<file path="src/vqf_pkg.sv">
/*
  Shared constants for the quad video frame-sync output formatter:
  register map, control field positions, line and field geometry.
  Assumes a single 125 MHz system clock domain.
*/
package vqf_pkg;
  localparam int NUM_CH = 4;
  localparam int CTRL_W = 10;
  localparam logic [7:0] CTRL_ADDR = 8'h00;
  localparam logic [7:0] STAT_ADDR = 8'h04;
  localparam logic [CTRL_W-1:0] CTRL_RST = 10'h000;
  // Control field positions
  localparam int CB_EN     = 0;
  localparam int CB_MEM    = 1;
  localparam int CB_COMPAT = 2;
  localparam int CB_PAL    = 3;
  localparam int CB_STYLE  = 4;
  localparam int CB_CCNT   = 6;
  localparam int CB_W16    = 7;
  localparam int CB_PROC   = 8;
  localparam int CB_CHID   = 9;
  // Status field positions
  localparam int ST_FRESH = 0;
  localparam int ST_NULL  = 4;
  localparam int ST_RD    = 8;
  localparam int ST_WR    = 12;
  localparam int ST_UNSUP = 16;
  localparam logic [1:0] IL_FRAME = 2'b10;
  localparam logic [1:0] IL_PIXEL = 2'b01;
  localparam logic [7:0] TRS_PRE  = 8'hff;
  localparam logic [7:0] TRS_ZERO = 8'h00;
  localparam logic [7:0] BLK_Y    = 8'h10;
  localparam logic [7:0] BLK_C    = 8'h80;
  // Line geometry in 16-bit words, field geometry in lines
  localparam logic [10:0] LEN_525 = 11'd858;
  localparam logic [10:0] HDR_525 = 11'd138;
  localparam logic [10:0] LEN_625 = 11'd864;
  localparam logic [10:0] HDR_625 = 11'd144;
  localparam logic [10:0] TRS_LEN = 11'd4;
  localparam logic [9:0]  VB_525  = 10'd21;
  localparam logic [9:0]  ACT_525 = 10'd240;
  localparam logic [9:0]  VB_625  = 10'd23;
  localparam logic [9:0]  ACT_625 = 10'd288;
  typedef enum logic [1:0] {VQF_BLANK, VQF_ACTIVE, VQF_IDLINE} vqf_line_t;
endpackage : vqf_pkg

</file>
<file path="src/vqf_frame_sync_out.sv">
/*
  Quad-channel frame synchronizer bank control and BT.656 output
  formatter, with channel-identified and multiplexed output modes.
  Assumes FIFOs and frame memory on ref_clk, and a line clock from
  the clock generator that is sampled here as an asynchronous input.
*/
// The implementer's own choices: the register offsets and the plain strobed port.
// Overview of operation
// - Two frame banks per channel with memory
// - Compatible mode drops or repeats whole frames
// - Non-compatible: one line fewer, repeat, never drop
// - Bypass: shared clock, no frame alignment
// - Source is output or input FIFOs
// - Timing reference FF 00 00 code
// - Blanking levels carry channel index
// - Pixel-interleaved four-channel codes carry index nibble
// - Every line except the ID line has fixed length
// - Outputs share common H, V, F references
// - Decode style, channel count, width
// - Pixel, two channel, 16-bit unsupported
// - Processor mode: four channels, 16-bit port
// - Codes on both luma and chroma lanes in 16-bit mode
// - 524 lines plus identification line
// - Output frame shorter than input frame
// - Null flag when no new frame
// - ID line: EAV, blank, SAV, pairs
// - Pairs = field<<2 | null<<1 | stream0
// - Stream-zero marker only for channel 0
// - 525-line geometry: 21, 240, 858, 138
// - 625-line geometry: 23, 288, 864, 144
`timescale 1ns/1ns
module vqf_frame_sync_out
  import vqf_pkg::*;
(
  input  wire logic                  ref_clk,
  input  wire logic                  sys_rst,
  input  wire logic [7:0]            reg_addr,
  input  wire logic [31:0]           reg_wdata,
  input  wire logic                  reg_wr,
  input  wire logic                  reg_rd,
  output logic      [31:0]           reg_rdata,
  input  wire logic                  line_clk,
  input  wire logic [NUM_CH-1:0][15:0] in_fifo_word,
  input  wire logic [NUM_CH-1:0][15:0] out_fifo_word,
  input  wire logic [NUM_CH-1:0]     in_frame_done,
  output logic      [NUM_CH-1:0]     in_fifo_pop,
  output logic      [NUM_CH-1:0]     out_fifo_pop,
  output logic      [NUM_CH-1:0]     wr_bank,
  output logic      [NUM_CH-1:0]     rd_bank,
  output logic      [NUM_CH-1:0]     wr_stall,
  output logic      [7:0]            lane_y,
  output logic      [7:0]            lane_c,
  output logic                       h_ref,
  output logic                       v_ref,
  output logic                       f_ref
);

  function automatic logic [7:0] trs_code(input logic f, input logic v,
                                          input logic h, input logic chtrs,
                                          input logic [1:0] id);
    trs_code = {1'b1, f, v, h, chtrs ? {2'b00, id} : {v ^ h, f ^ h, f ^ v, f ^ v ^ h}};
  endfunction : trs_code

  // Line clock synchronizer; only the agreed level is used
  logic ls1_r, ls2_r, ls3_r, lvl_r, lvl_nxt, tick;
  always_comb begin
    lvl_nxt = (ls2_r == ls3_r) ? ls2_r : lvl_r;
    tick    = (ls2_r == ls3_r) && ls2_r && !lvl_r;
  end
  always_ff @(posedge ref_clk) begin
    if (sys_rst) begin
      ls1_r <= 1'b0;
      ls2_r <= 1'b0;
      ls3_r <= 1'b0;
      lvl_r <= 1'b0;
    end else begin
      ls1_r <= line_clk;
      ls2_r <= ls1_r;
      ls3_r <= ls2_r;
      lvl_r <= lvl_nxt;
    end
  end

  // Register file
  logic [CTRL_W-1:0] ctrl_r, ctrl_nxt;
  logic [31:0]       rdata_nxt;
  logic [NUM_CH-1:0] fresh_r, fresh_nxt, null_r, null_nxt;
  logic [NUM_CH-1:0] wr_nxt, rd_nxt, stall_nxt;
  logic en, mem_en, compat, pal, ccnt, w16, proc, chid_en;
  logic [1:0] style;
  logic eff_pix, eff_4, eff_w16, unsup, run, chtrs;
  always_comb begin
    en      = ctrl_r[CB_EN];
    mem_en  = ctrl_r[CB_MEM];
    compat  = ctrl_r[CB_COMPAT];
    pal     = ctrl_r[CB_PAL];
    style   = ctrl_r[CB_STYLE +: 2];
    ccnt    = ctrl_r[CB_CCNT];
    w16     = ctrl_r[CB_W16];
    proc    = ctrl_r[CB_PROC];
    chid_en = ctrl_r[CB_CHID];
    eff_pix = !proc && (style == IL_PIXEL);
    eff_4   = proc || ccnt;
    eff_w16 = proc || w16;
    unsup   = !proc && (style == IL_PIXEL) && !ccnt && w16;
    run     = en && !unsup;
    chtrs   = eff_pix && eff_4;
    ctrl_nxt = ctrl_r;
    if (reg_wr && reg_addr == CTRL_ADDR) begin
      ctrl_nxt = reg_wdata[CTRL_W-1:0];
    end
    rdata_nxt = 32'h0000_0000;
    if (reg_rd) begin
      unique case (reg_addr)
        CTRL_ADDR: rdata_nxt[CTRL_W-1:0] = ctrl_r;
        STAT_ADDR: begin
          rdata_nxt[ST_FRESH +: NUM_CH] = fresh_r;
          rdata_nxt[ST_NULL +: NUM_CH]  = null_r;
          rdata_nxt[ST_RD +: NUM_CH]    = rd_bank;
          rdata_nxt[ST_WR +: NUM_CH]    = wr_bank;
          rdata_nxt[ST_UNSUP]           = unsup;
        end
        default: rdata_nxt = 32'h0000_0000;
      endcase
    end
  end
  always_ff @(posedge ref_clk) begin
    if (sys_rst) begin
      ctrl_r    <= CTRL_RST;
      reg_rdata <= 32'h0000_0000;
    end else begin
      ctrl_r    <= ctrl_nxt;
      reg_rdata <= rdata_nxt;
    end
  end

  // Timing generator
  logic [10:0] p_r, p_nxt, llen, hdrw, hdr, cur_len, kpos;
  logic [9:0]  line_r, line_nxt, vb, act, fld_lines;
  logic [1:0]  slot_r, slot_nxt, fch_r, fch_nxt, ch, last;
  logic        field_r, field_nxt, fstart;
  logic [2:0]  pairs;
  logic [NUM_CH-1:0] take;
  vqf_line_t   lkind;
  always_comb begin
    llen = pal ? LEN_625 : LEN_525;
    hdrw = pal ? HDR_625 : HDR_525;
    vb   = pal ? VB_625 : VB_525;
    act  = pal ? ACT_625 : ACT_525;
    hdr  = eff_w16 ? hdrw : {hdrw[9:0], 1'b0};
    last = eff_4 ? 2'd3 : 2'd1;
    ch   = eff_pix ? slot_r : fch_r;
    if (line_r < vb) begin
      lkind = VQF_BLANK;
    end else if (line_r < vb + act) begin
      lkind = VQF_ACTIVE;
    end else if (proc && field_r && line_r == vb + act) begin
      lkind = VQF_IDLINE;
    end else begin
      lkind = VQF_BLANK;
    end
    pairs = {field_r, null_r[ch], ch == 2'd0};
    // Fixed lengths; the ID line ends right after its last pair
    if (lkind == VQF_IDLINE) begin
      cur_len = hdr + {5'd0, pairs, 3'b000};
    end else begin
      cur_len = eff_w16 ? llen : {llen[9:0], 1'b0};
    end
    // Trailing lines of field 1: two when compatible or in processor mode, else one
    fld_lines = vb + act + 10'd1
              + {9'd0, field_r && (proc || compat)};
    fstart = tick && run && p_r == 11'd0 && line_r == 10'd0
           && !field_r && slot_r == 2'd0;
    if (!fstart) begin
      take = '0;
    end else if (eff_pix) begin
      take = eff_4 ? 4'hf : 4'h3;
    end else begin
      take = 4'h1 << fch_r;
    end
    p_nxt     = p_r;
    line_nxt  = line_r;
    slot_nxt  = slot_r;
    field_nxt = field_r;
    fch_nxt   = fch_r;
    if (!run) begin
      p_nxt     = 11'd0;
      line_nxt  = 10'd0;
      slot_nxt  = 2'd0;
      field_nxt = 1'b0;
      fch_nxt   = 2'd0;
    end else if (tick) begin
      if (eff_pix && slot_r != last) begin
        slot_nxt = slot_r + 2'd1;
      end else begin
        slot_nxt = 2'd0;
        if (p_r == cur_len - 11'd1) begin
          p_nxt = 11'd0;
          if (line_r == fld_lines - 10'd1) begin
            line_nxt  = 10'd0;
            field_nxt = !field_r;
            // Both fields of a channel stay together, then rotate
            if (field_r) begin
              fch_nxt = (fch_r == last) ? 2'd0 : fch_r + 2'd1;
            end
          end else begin
            line_nxt = line_r + 10'd1;
          end
        end else begin
          p_nxt = p_r + 11'd1;
        end
      end
    end
  end
  always_ff @(posedge ref_clk) begin
    if (sys_rst) begin
      p_r     <= 11'd0;
      line_r  <= 10'd0;
      slot_r  <= 2'd0;
      field_r <= 1'b0;
      fch_r   <= 2'd0;
    end else begin
      p_r     <= p_nxt;
      line_r  <= line_nxt;
      slot_r  <= slot_nxt;
      field_r <= field_nxt;
      fch_r   <= fch_nxt;
    end
  end

  // Output formatter
  logic [7:0]  y_nxt, c_nxt, tb, by, bc;
  logic [15:0] word;
  logic [10:0] q;
  logic        vbit, in_trs, is_eav, pop;
  logic [NUM_CH-1:0] ipop_nxt, opop_nxt;
  logic        h_nxt, v_nxt, f_nxt;
  always_comb begin
    q      = p_r - hdr;
    vbit   = (lkind == VQF_BLANK);
    in_trs = 1'b0;
    is_eav = 1'b1;
    kpos   = p_r;
    if (p_r < TRS_LEN) begin
      in_trs = 1'b1;
    end else if (p_r >= hdr - TRS_LEN && p_r < hdr) begin
      in_trs = 1'b1;
      is_eav = 1'b0;
      kpos   = p_r - (hdr - TRS_LEN);
    end else if (lkind == VQF_IDLINE && p_r >= hdr) begin
      in_trs = 1'b1;
      is_eav = !q[2];
      kpos   = q;
    end
    unique case (kpos[1:0])
      2'd0:    tb = TRS_PRE;
      2'd3:    tb = trs_code(field_r, vbit, is_eav, chtrs, ch);
      default: tb = TRS_ZERO;
    endcase
    by   = BLK_Y | (chid_en ? {6'd0, ch} : 8'h00);
    bc   = BLK_C | (chid_en ? {6'd0, ch} : 8'h00);
    word = mem_en ? out_fifo_word[ch] : in_fifo_word[ch];
    pop  = 1'b0;
    if (in_trs) begin
      y_nxt = tb;
      c_nxt = eff_w16 ? tb : 8'h00;
    end else if (p_r < hdr || lkind != VQF_ACTIVE) begin
      y_nxt = (eff_w16 || p_r[0]) ? by : bc;
      c_nxt = eff_w16 ? bc : 8'h00;
    end else begin
      pop   = eff_w16 || p_r[0];
      y_nxt = (eff_w16 || p_r[0]) ? word[15:8] : word[7:0];
      c_nxt = eff_w16 ? word[7:0] : 8'h00;
    end
    h_nxt = p_r < hdr;
    v_nxt = lkind != VQF_ACTIVE && lkind != VQF_IDLINE;
    f_nxt = field_r;
    ipop_nxt = '0;
    opop_nxt = '0;
    if (tick && run && pop) begin
      ipop_nxt[ch] = !mem_en;
      opop_nxt[ch] = mem_en;
    end
  end
  always_ff @(posedge ref_clk) begin
    if (sys_rst || !run) begin
      lane_y       <= 8'h00;
      lane_c       <= 8'h00;
      h_ref        <= 1'b0;
      v_ref        <= 1'b0;
      f_ref        <= 1'b0;
      in_fifo_pop  <= '0;
      out_fifo_pop <= '0;
    end else begin
      if (tick) begin
        lane_y <= y_nxt;
        lane_c <= c_nxt;
        h_ref  <= h_nxt;
        v_ref  <= v_nxt;
        f_ref  <= f_nxt;
      end
      in_fifo_pop  <= ipop_nxt;
      out_fifo_pop <= opop_nxt;
    end
  end

  // Double-buffer control; writer owns wr_bank, reader owns rd_bank
  always_comb begin
    fresh_nxt = fresh_r;
    null_nxt  = null_r;
    wr_nxt    = wr_bank;
    rd_nxt    = rd_bank;
    for (int c = 0; c < NUM_CH; c++) begin
      if (take[c]) begin
        null_nxt[c] = !(fresh_r[c] || in_frame_done[c]);
      end
      // A frame finishing at the take is consumed, not lost
      if (take[c] && (fresh_r[c] || in_frame_done[c])) begin
        rd_nxt[c]    = wr_bank[c];
        wr_nxt[c]    = ~wr_bank[c];
        fresh_nxt[c] = 1'b0;
      end else if (in_frame_done[c]) begin
        // Compatible mode overwrites the waiting frame: a drop
        fresh_nxt[c] = 1'b1;
      end
    end
    // Non-compatible mode holds the writer instead of dropping
    stall_nxt = mem_en && !compat ? fresh_nxt : '0;
  end
  always_ff @(posedge ref_clk) begin
    if (sys_rst) begin
      fresh_r  <= '0;
      null_r   <= '0;
      wr_bank  <= '0;
      rd_bank  <= '1;
      wr_stall <= '0;
    end else begin
      fresh_r  <= fresh_nxt;
      null_r   <= null_nxt;
      wr_bank  <= wr_nxt;
      rd_bank  <= rd_nxt;
      wr_stall <= stall_nxt;
    end
  end
endmodule : vqf_frame_sync_out

</file>
<file path="config.mk">
export PLATFORM = sky130hd
export DESIGN_NAME = vqf_frame_sync_out
export DESIGN_NICKNAME = d
export VERILOG_FILES = /design/src/vqf_pkg.sv /design/src/vqf_frame_sync_out.sv
export SDC_FILE = /design/constraint.sdc
export NUM_CORES = 1
export LEC_CHECK = 0
export ABC_AREA = 1
export BUFFER_PORTS_ARGS = -buffer_cell sky130_fd_sc_hd__buf_2
export CAP_MARGIN = 20
export CELL_PAD_IN_SITES_DETAIL_PLACEMENT = 0
export CELL_PAD_IN_SITES_GLOBAL_PLACEMENT = 1
export CORE_MARGIN = 2
export CORE_UTILIZATION = 38
export CTS_BUF_LIST = sky130_fd_sc_hd__clkbuf_4 sky130_fd_sc_hd__clkbuf_8
export CTS_CLUSTER_DIAMETER = 80
export DETAILED_ROUTE_END_ITERATION = 8
export PLACE_DENSITY = 0.84
export SLEW_MARGIN = 15
export SYNTH_ARGS = -nofsm -noshare
export SYNTH_HDL_FRONTEND = slang
export SYNTH_SLANG_ARGS = --single-unit
export TNS_END_PERCENT = 10
</file>
<file path="constraint.sdc">
create_clock -name ref_clk -period 8.02 [get_ports ref_clk]
set_clock_uncertainty 0.1 [all_clocks]
set_input_delay 0.802 -clock ref_clk [delete_from_list [all_inputs] [get_ports ref_clk]]
set_output_delay 0.802 -clock ref_clk [all_outputs]
set_load 0.03 [all_outputs]
</file>
==> results.json <==
{
  "synthCells": 1046,
  "synth_cell_types": 52,
  "synthFlopType": "dfxtp_1",
  "p_per_area_nw_per_um2": 113,
  "routed_via_density": 5.08,
  "cts_num_sinks": 104,
  "track_usage_pct": 23.2,
  "fin_tns_setup_ns": 0,
  "status": "finished clean",
  "vias": 7483,
  "row_count": 49,
  "critical_path.max_fanout": 21,
  "clockBufferDepth": 2,
  "setup_viol": 0,
  "worstSetupPathType": "flop to flop",
  "clkTransAtPathRegs_ns": 0.12,
  "antenna_found_initial": 0,
  "gp_routability_congestion": 0.899,
  "final_cell_mix": "245 x nand2_1, 210 x buf_2, 109 x inv_1",
  "io_pins": 248,
  "syn_area_per_cell_um2": 6.63,
  "rsz0062_at_grt": "false",
  "synth-edff-count": 0,
  "clk_latency_ns": 0.39,
  "slowest_stage": "fa_1",
  "ys_async_sr_fraction_pct": 0,
  "die_h_um": 139,
  "p_leak_nw": 3.91,
  "dieArea_um2": 19300,
  "wl_per_cell_um": 15.6,
  "final_common_cell": "nand2_1",
  "hold_violations": 0,
  "cp-end-kind": "flop",
  "cp.arrival_ns": 4.96,
  "synth_top_cell_by_area": "dfxtp_1",
  "cts_tree": "built",
  "cp_cell_sequence": "inv_2 -> nand3_2 -> nand2_1 -> o21ai_2 -> nand2_1 -> inv_2 -> a21oi_1 -> o21a_1 -> inv_1 -> fa_1 -> o21ai_1 -> nor2_1 -> nand2_1 -> nor2_1 -> nand2_1 -> nand2_1 -> nand3_1 -> nand2_1 -> nand3_1 -> nor2_1 -> nand3b_1 -> a21oi_1",
  "crit_buf_inv": 3,
  "die_width_um": 139,
  "syn2layout_area_growth_pct": 19.8,
  "max_freq_mhz": 211,
  "cts_buffers": 9,
  "grt_overflow": 0,
  "p_total_mw": 0.941,
  "drc": 0,
  "root_buffer": "clkbuf_8",
  "timing.final.crit_share_pct": 59.2,
  "slew_violations": 0,
  "cp_slowest_stage_delay_ns": 0.55,
  "crit_family": "simple AND/OR/NAND/NOR gates",
  "fin_crit_ns": 4.74,
  "drt_iter0_drc": 444,
  "netlist_area_um2": 6930,
  "dp.final_hpwl_mm": 18.0,
  "wirelength_mm": 23.0,
  "drive_above_1_share_pct": 23.6,
  "cts.repair.resized": 0,
  "cp-start-kind": "flop",
  "post-synth-top-area-fraction_pct": 30.0,
  "core_um2": 18000,
  "portBuffers": 210,
  "grt_pass1_vias": 7104,
  "nets": 1454,
  "yosys_warnings": 0,
  "diodes": 0,
  "grt_pass1_wl_mm": 36.8,
  "grt_start_max_net_pins": 24,
  "ant_nets": 0,
  "cap_violations": 0,
  "ys_seq_area_share_pct": 30.0,
  "initial_utilization_pct": 38.6,
  "critPathRequiredTime_ns": 8.24,
  "cts_hold_buffers": 0,
  "maxSlewHeadroom_pct": 46.6,
  "tightest_slew_ns": 0.800,
  "htreeDepth": 3,
  "drtPass1Iterations": 7,
  "crit_top_cell": "nand2_1",
  "peakVddDrop_mv": 0.119,
  "cts_setup_buffers": 0,
  "hold_class": "flop to flop",
  "ys_top_cells_by_area": "dfxtp_1 30%, nand2_1 13%, ha_1 6.3%",
  "synth-seq-cells": 104
}
-- Yosys cell counts (3+ instances only) --
| cell | count |
|---|---|
| a21o_1 | 3 |
| or2_1 | 3 |
| nand4_1 | 27 |
| nand3_1 | 68 |
| nor3_1 | 25 |
| a31oi_1 | 6 |
| buf_4 | 18 |
| a21oi_1 | 57 |
| o21ai_2 | 5 |
| o2111ai_1 | 3 |
| dfxtp_1 | 104 |
| nor3b_1 | 5 |
| nand3b_1 | 5 |
| buf_2 | 8 |
| o211ai_1 | 4 |
| o21ai_1 | 7 |
| nor4_1 | 4 |
| or2_2 | 22 |
| nand2_1 | 245 |
| nand2_2 | 3 |
| a22oi_1 | 14 |
| o21ai_0 | 50 |
| o22ai_1 | 18 |
| nor2_1 | 108 |
| nor3_2 | 5 |
| nor2_2 | 9 |
| a211oi_1 | 5 |
| ha_1 | 35 |
| xor2_1 | 11 |
| inv_1 | 109 |
| clkbuf_1 | 18 |
| fa_1 | 3 |
| inv_2 | 11 |
| o21a_1 | 3 |
-- logic make-up after synthesis --
family / Yosys count / share of synthesized area, %
DFF: 104 / 30.0
buffers and inverters: 170 / 10.5
AOI/OAI and AO/OA: 182 / 15.5
other: 2 / 0.108
and+or+nand+nor: 537 / 35.0
adders and majority gates: 38 / 7.18
xor gates and xnor gates: 13 / 1.64
-- state kept, by name (all words and copies together), names as in the netlist, 8 cells and up --
signal,cells
lane_c,8
reg_rdata,17
line_r,10
p_r,11
lane_y,8
ctrl_r,10
-- worst paths after layout --
path	startpoint	to	slack (ns)	depth (start not counted)
hold / removal	ls1_r$_SDFF_PP0_	ls2_r$_SDFF_PP0_	0.32	2
setup / recovery	ctrl_r[8]$_SDFFE_PP0P_	line_r[7]$_SDFFE_PP0P_	3.28	22
setup reg to reg	ctrl_r[8]$_SDFFE_PP0P_	line_r[7]$_SDFFE_PP0P_	3.28	22
hold reg to reg	ls1_r$_SDFF_PP0_	ls2_r$_SDFF_PP0_	0.32	2
-- area by class of cell --
cell class	count	area, um2
clock inverter	7	83.8
tap	229	287
inverter	123	464
timing repair buffer	215	1090
fill	1937	9660
sequential	104	2080
clock buffer	9	124
multi-input combinational	786	4180
-- metal layers --
layer,vias to the layer above,global-route usage (%),wire length (um)
met2,235,36.1,10400
met1,3408,33.3,10900
met5,-,0,0
met4,0,5.10,345
li1,3816,-,-
met3,24,4.59,1410
-- per-stage QoR --
| step | hold WS [ns] | setup WS, ns | instances | area, um2 | util (%) |
|---|---|---|---|---|---|
| final | 0.318 | 3.28 | 1473 | 8310 | 46.2 |
| after global routing | 0.326 | 2.78 | 1473 | 8310 | 46.2 |
| after CTS | 0.309 | 3.31 | 1473 | 8310 | 46.2 |
| after detailed placement | 0.306 | 3.34 | 1457 | 8100 | 45.1 |
| after global placement | 0.301 | 3.38 | 1457 | 8100 | 45.1 |
| after floorplan | 0.288 | 4.36 | 1060 | 6990 | - |
-- tightest hold or removal path, delay by kind of cell (launching register included) --
kind	cells	cell delay [ns]
AND/OR/NAND/NOR	1	0.03
buffers and inverters	1	0.04
flip-flops	1	0.32
-- power breakdown --
part	leakage [nW]	switching, mW	total, mW	internal (mW)
combinational	2.96	0.0365	0.0731	0.0366
clock	0.105	0.222	0.348	0.126
sequential	0.839	0.00135	0.520	0.519
(Power assumes the default switching activity.)
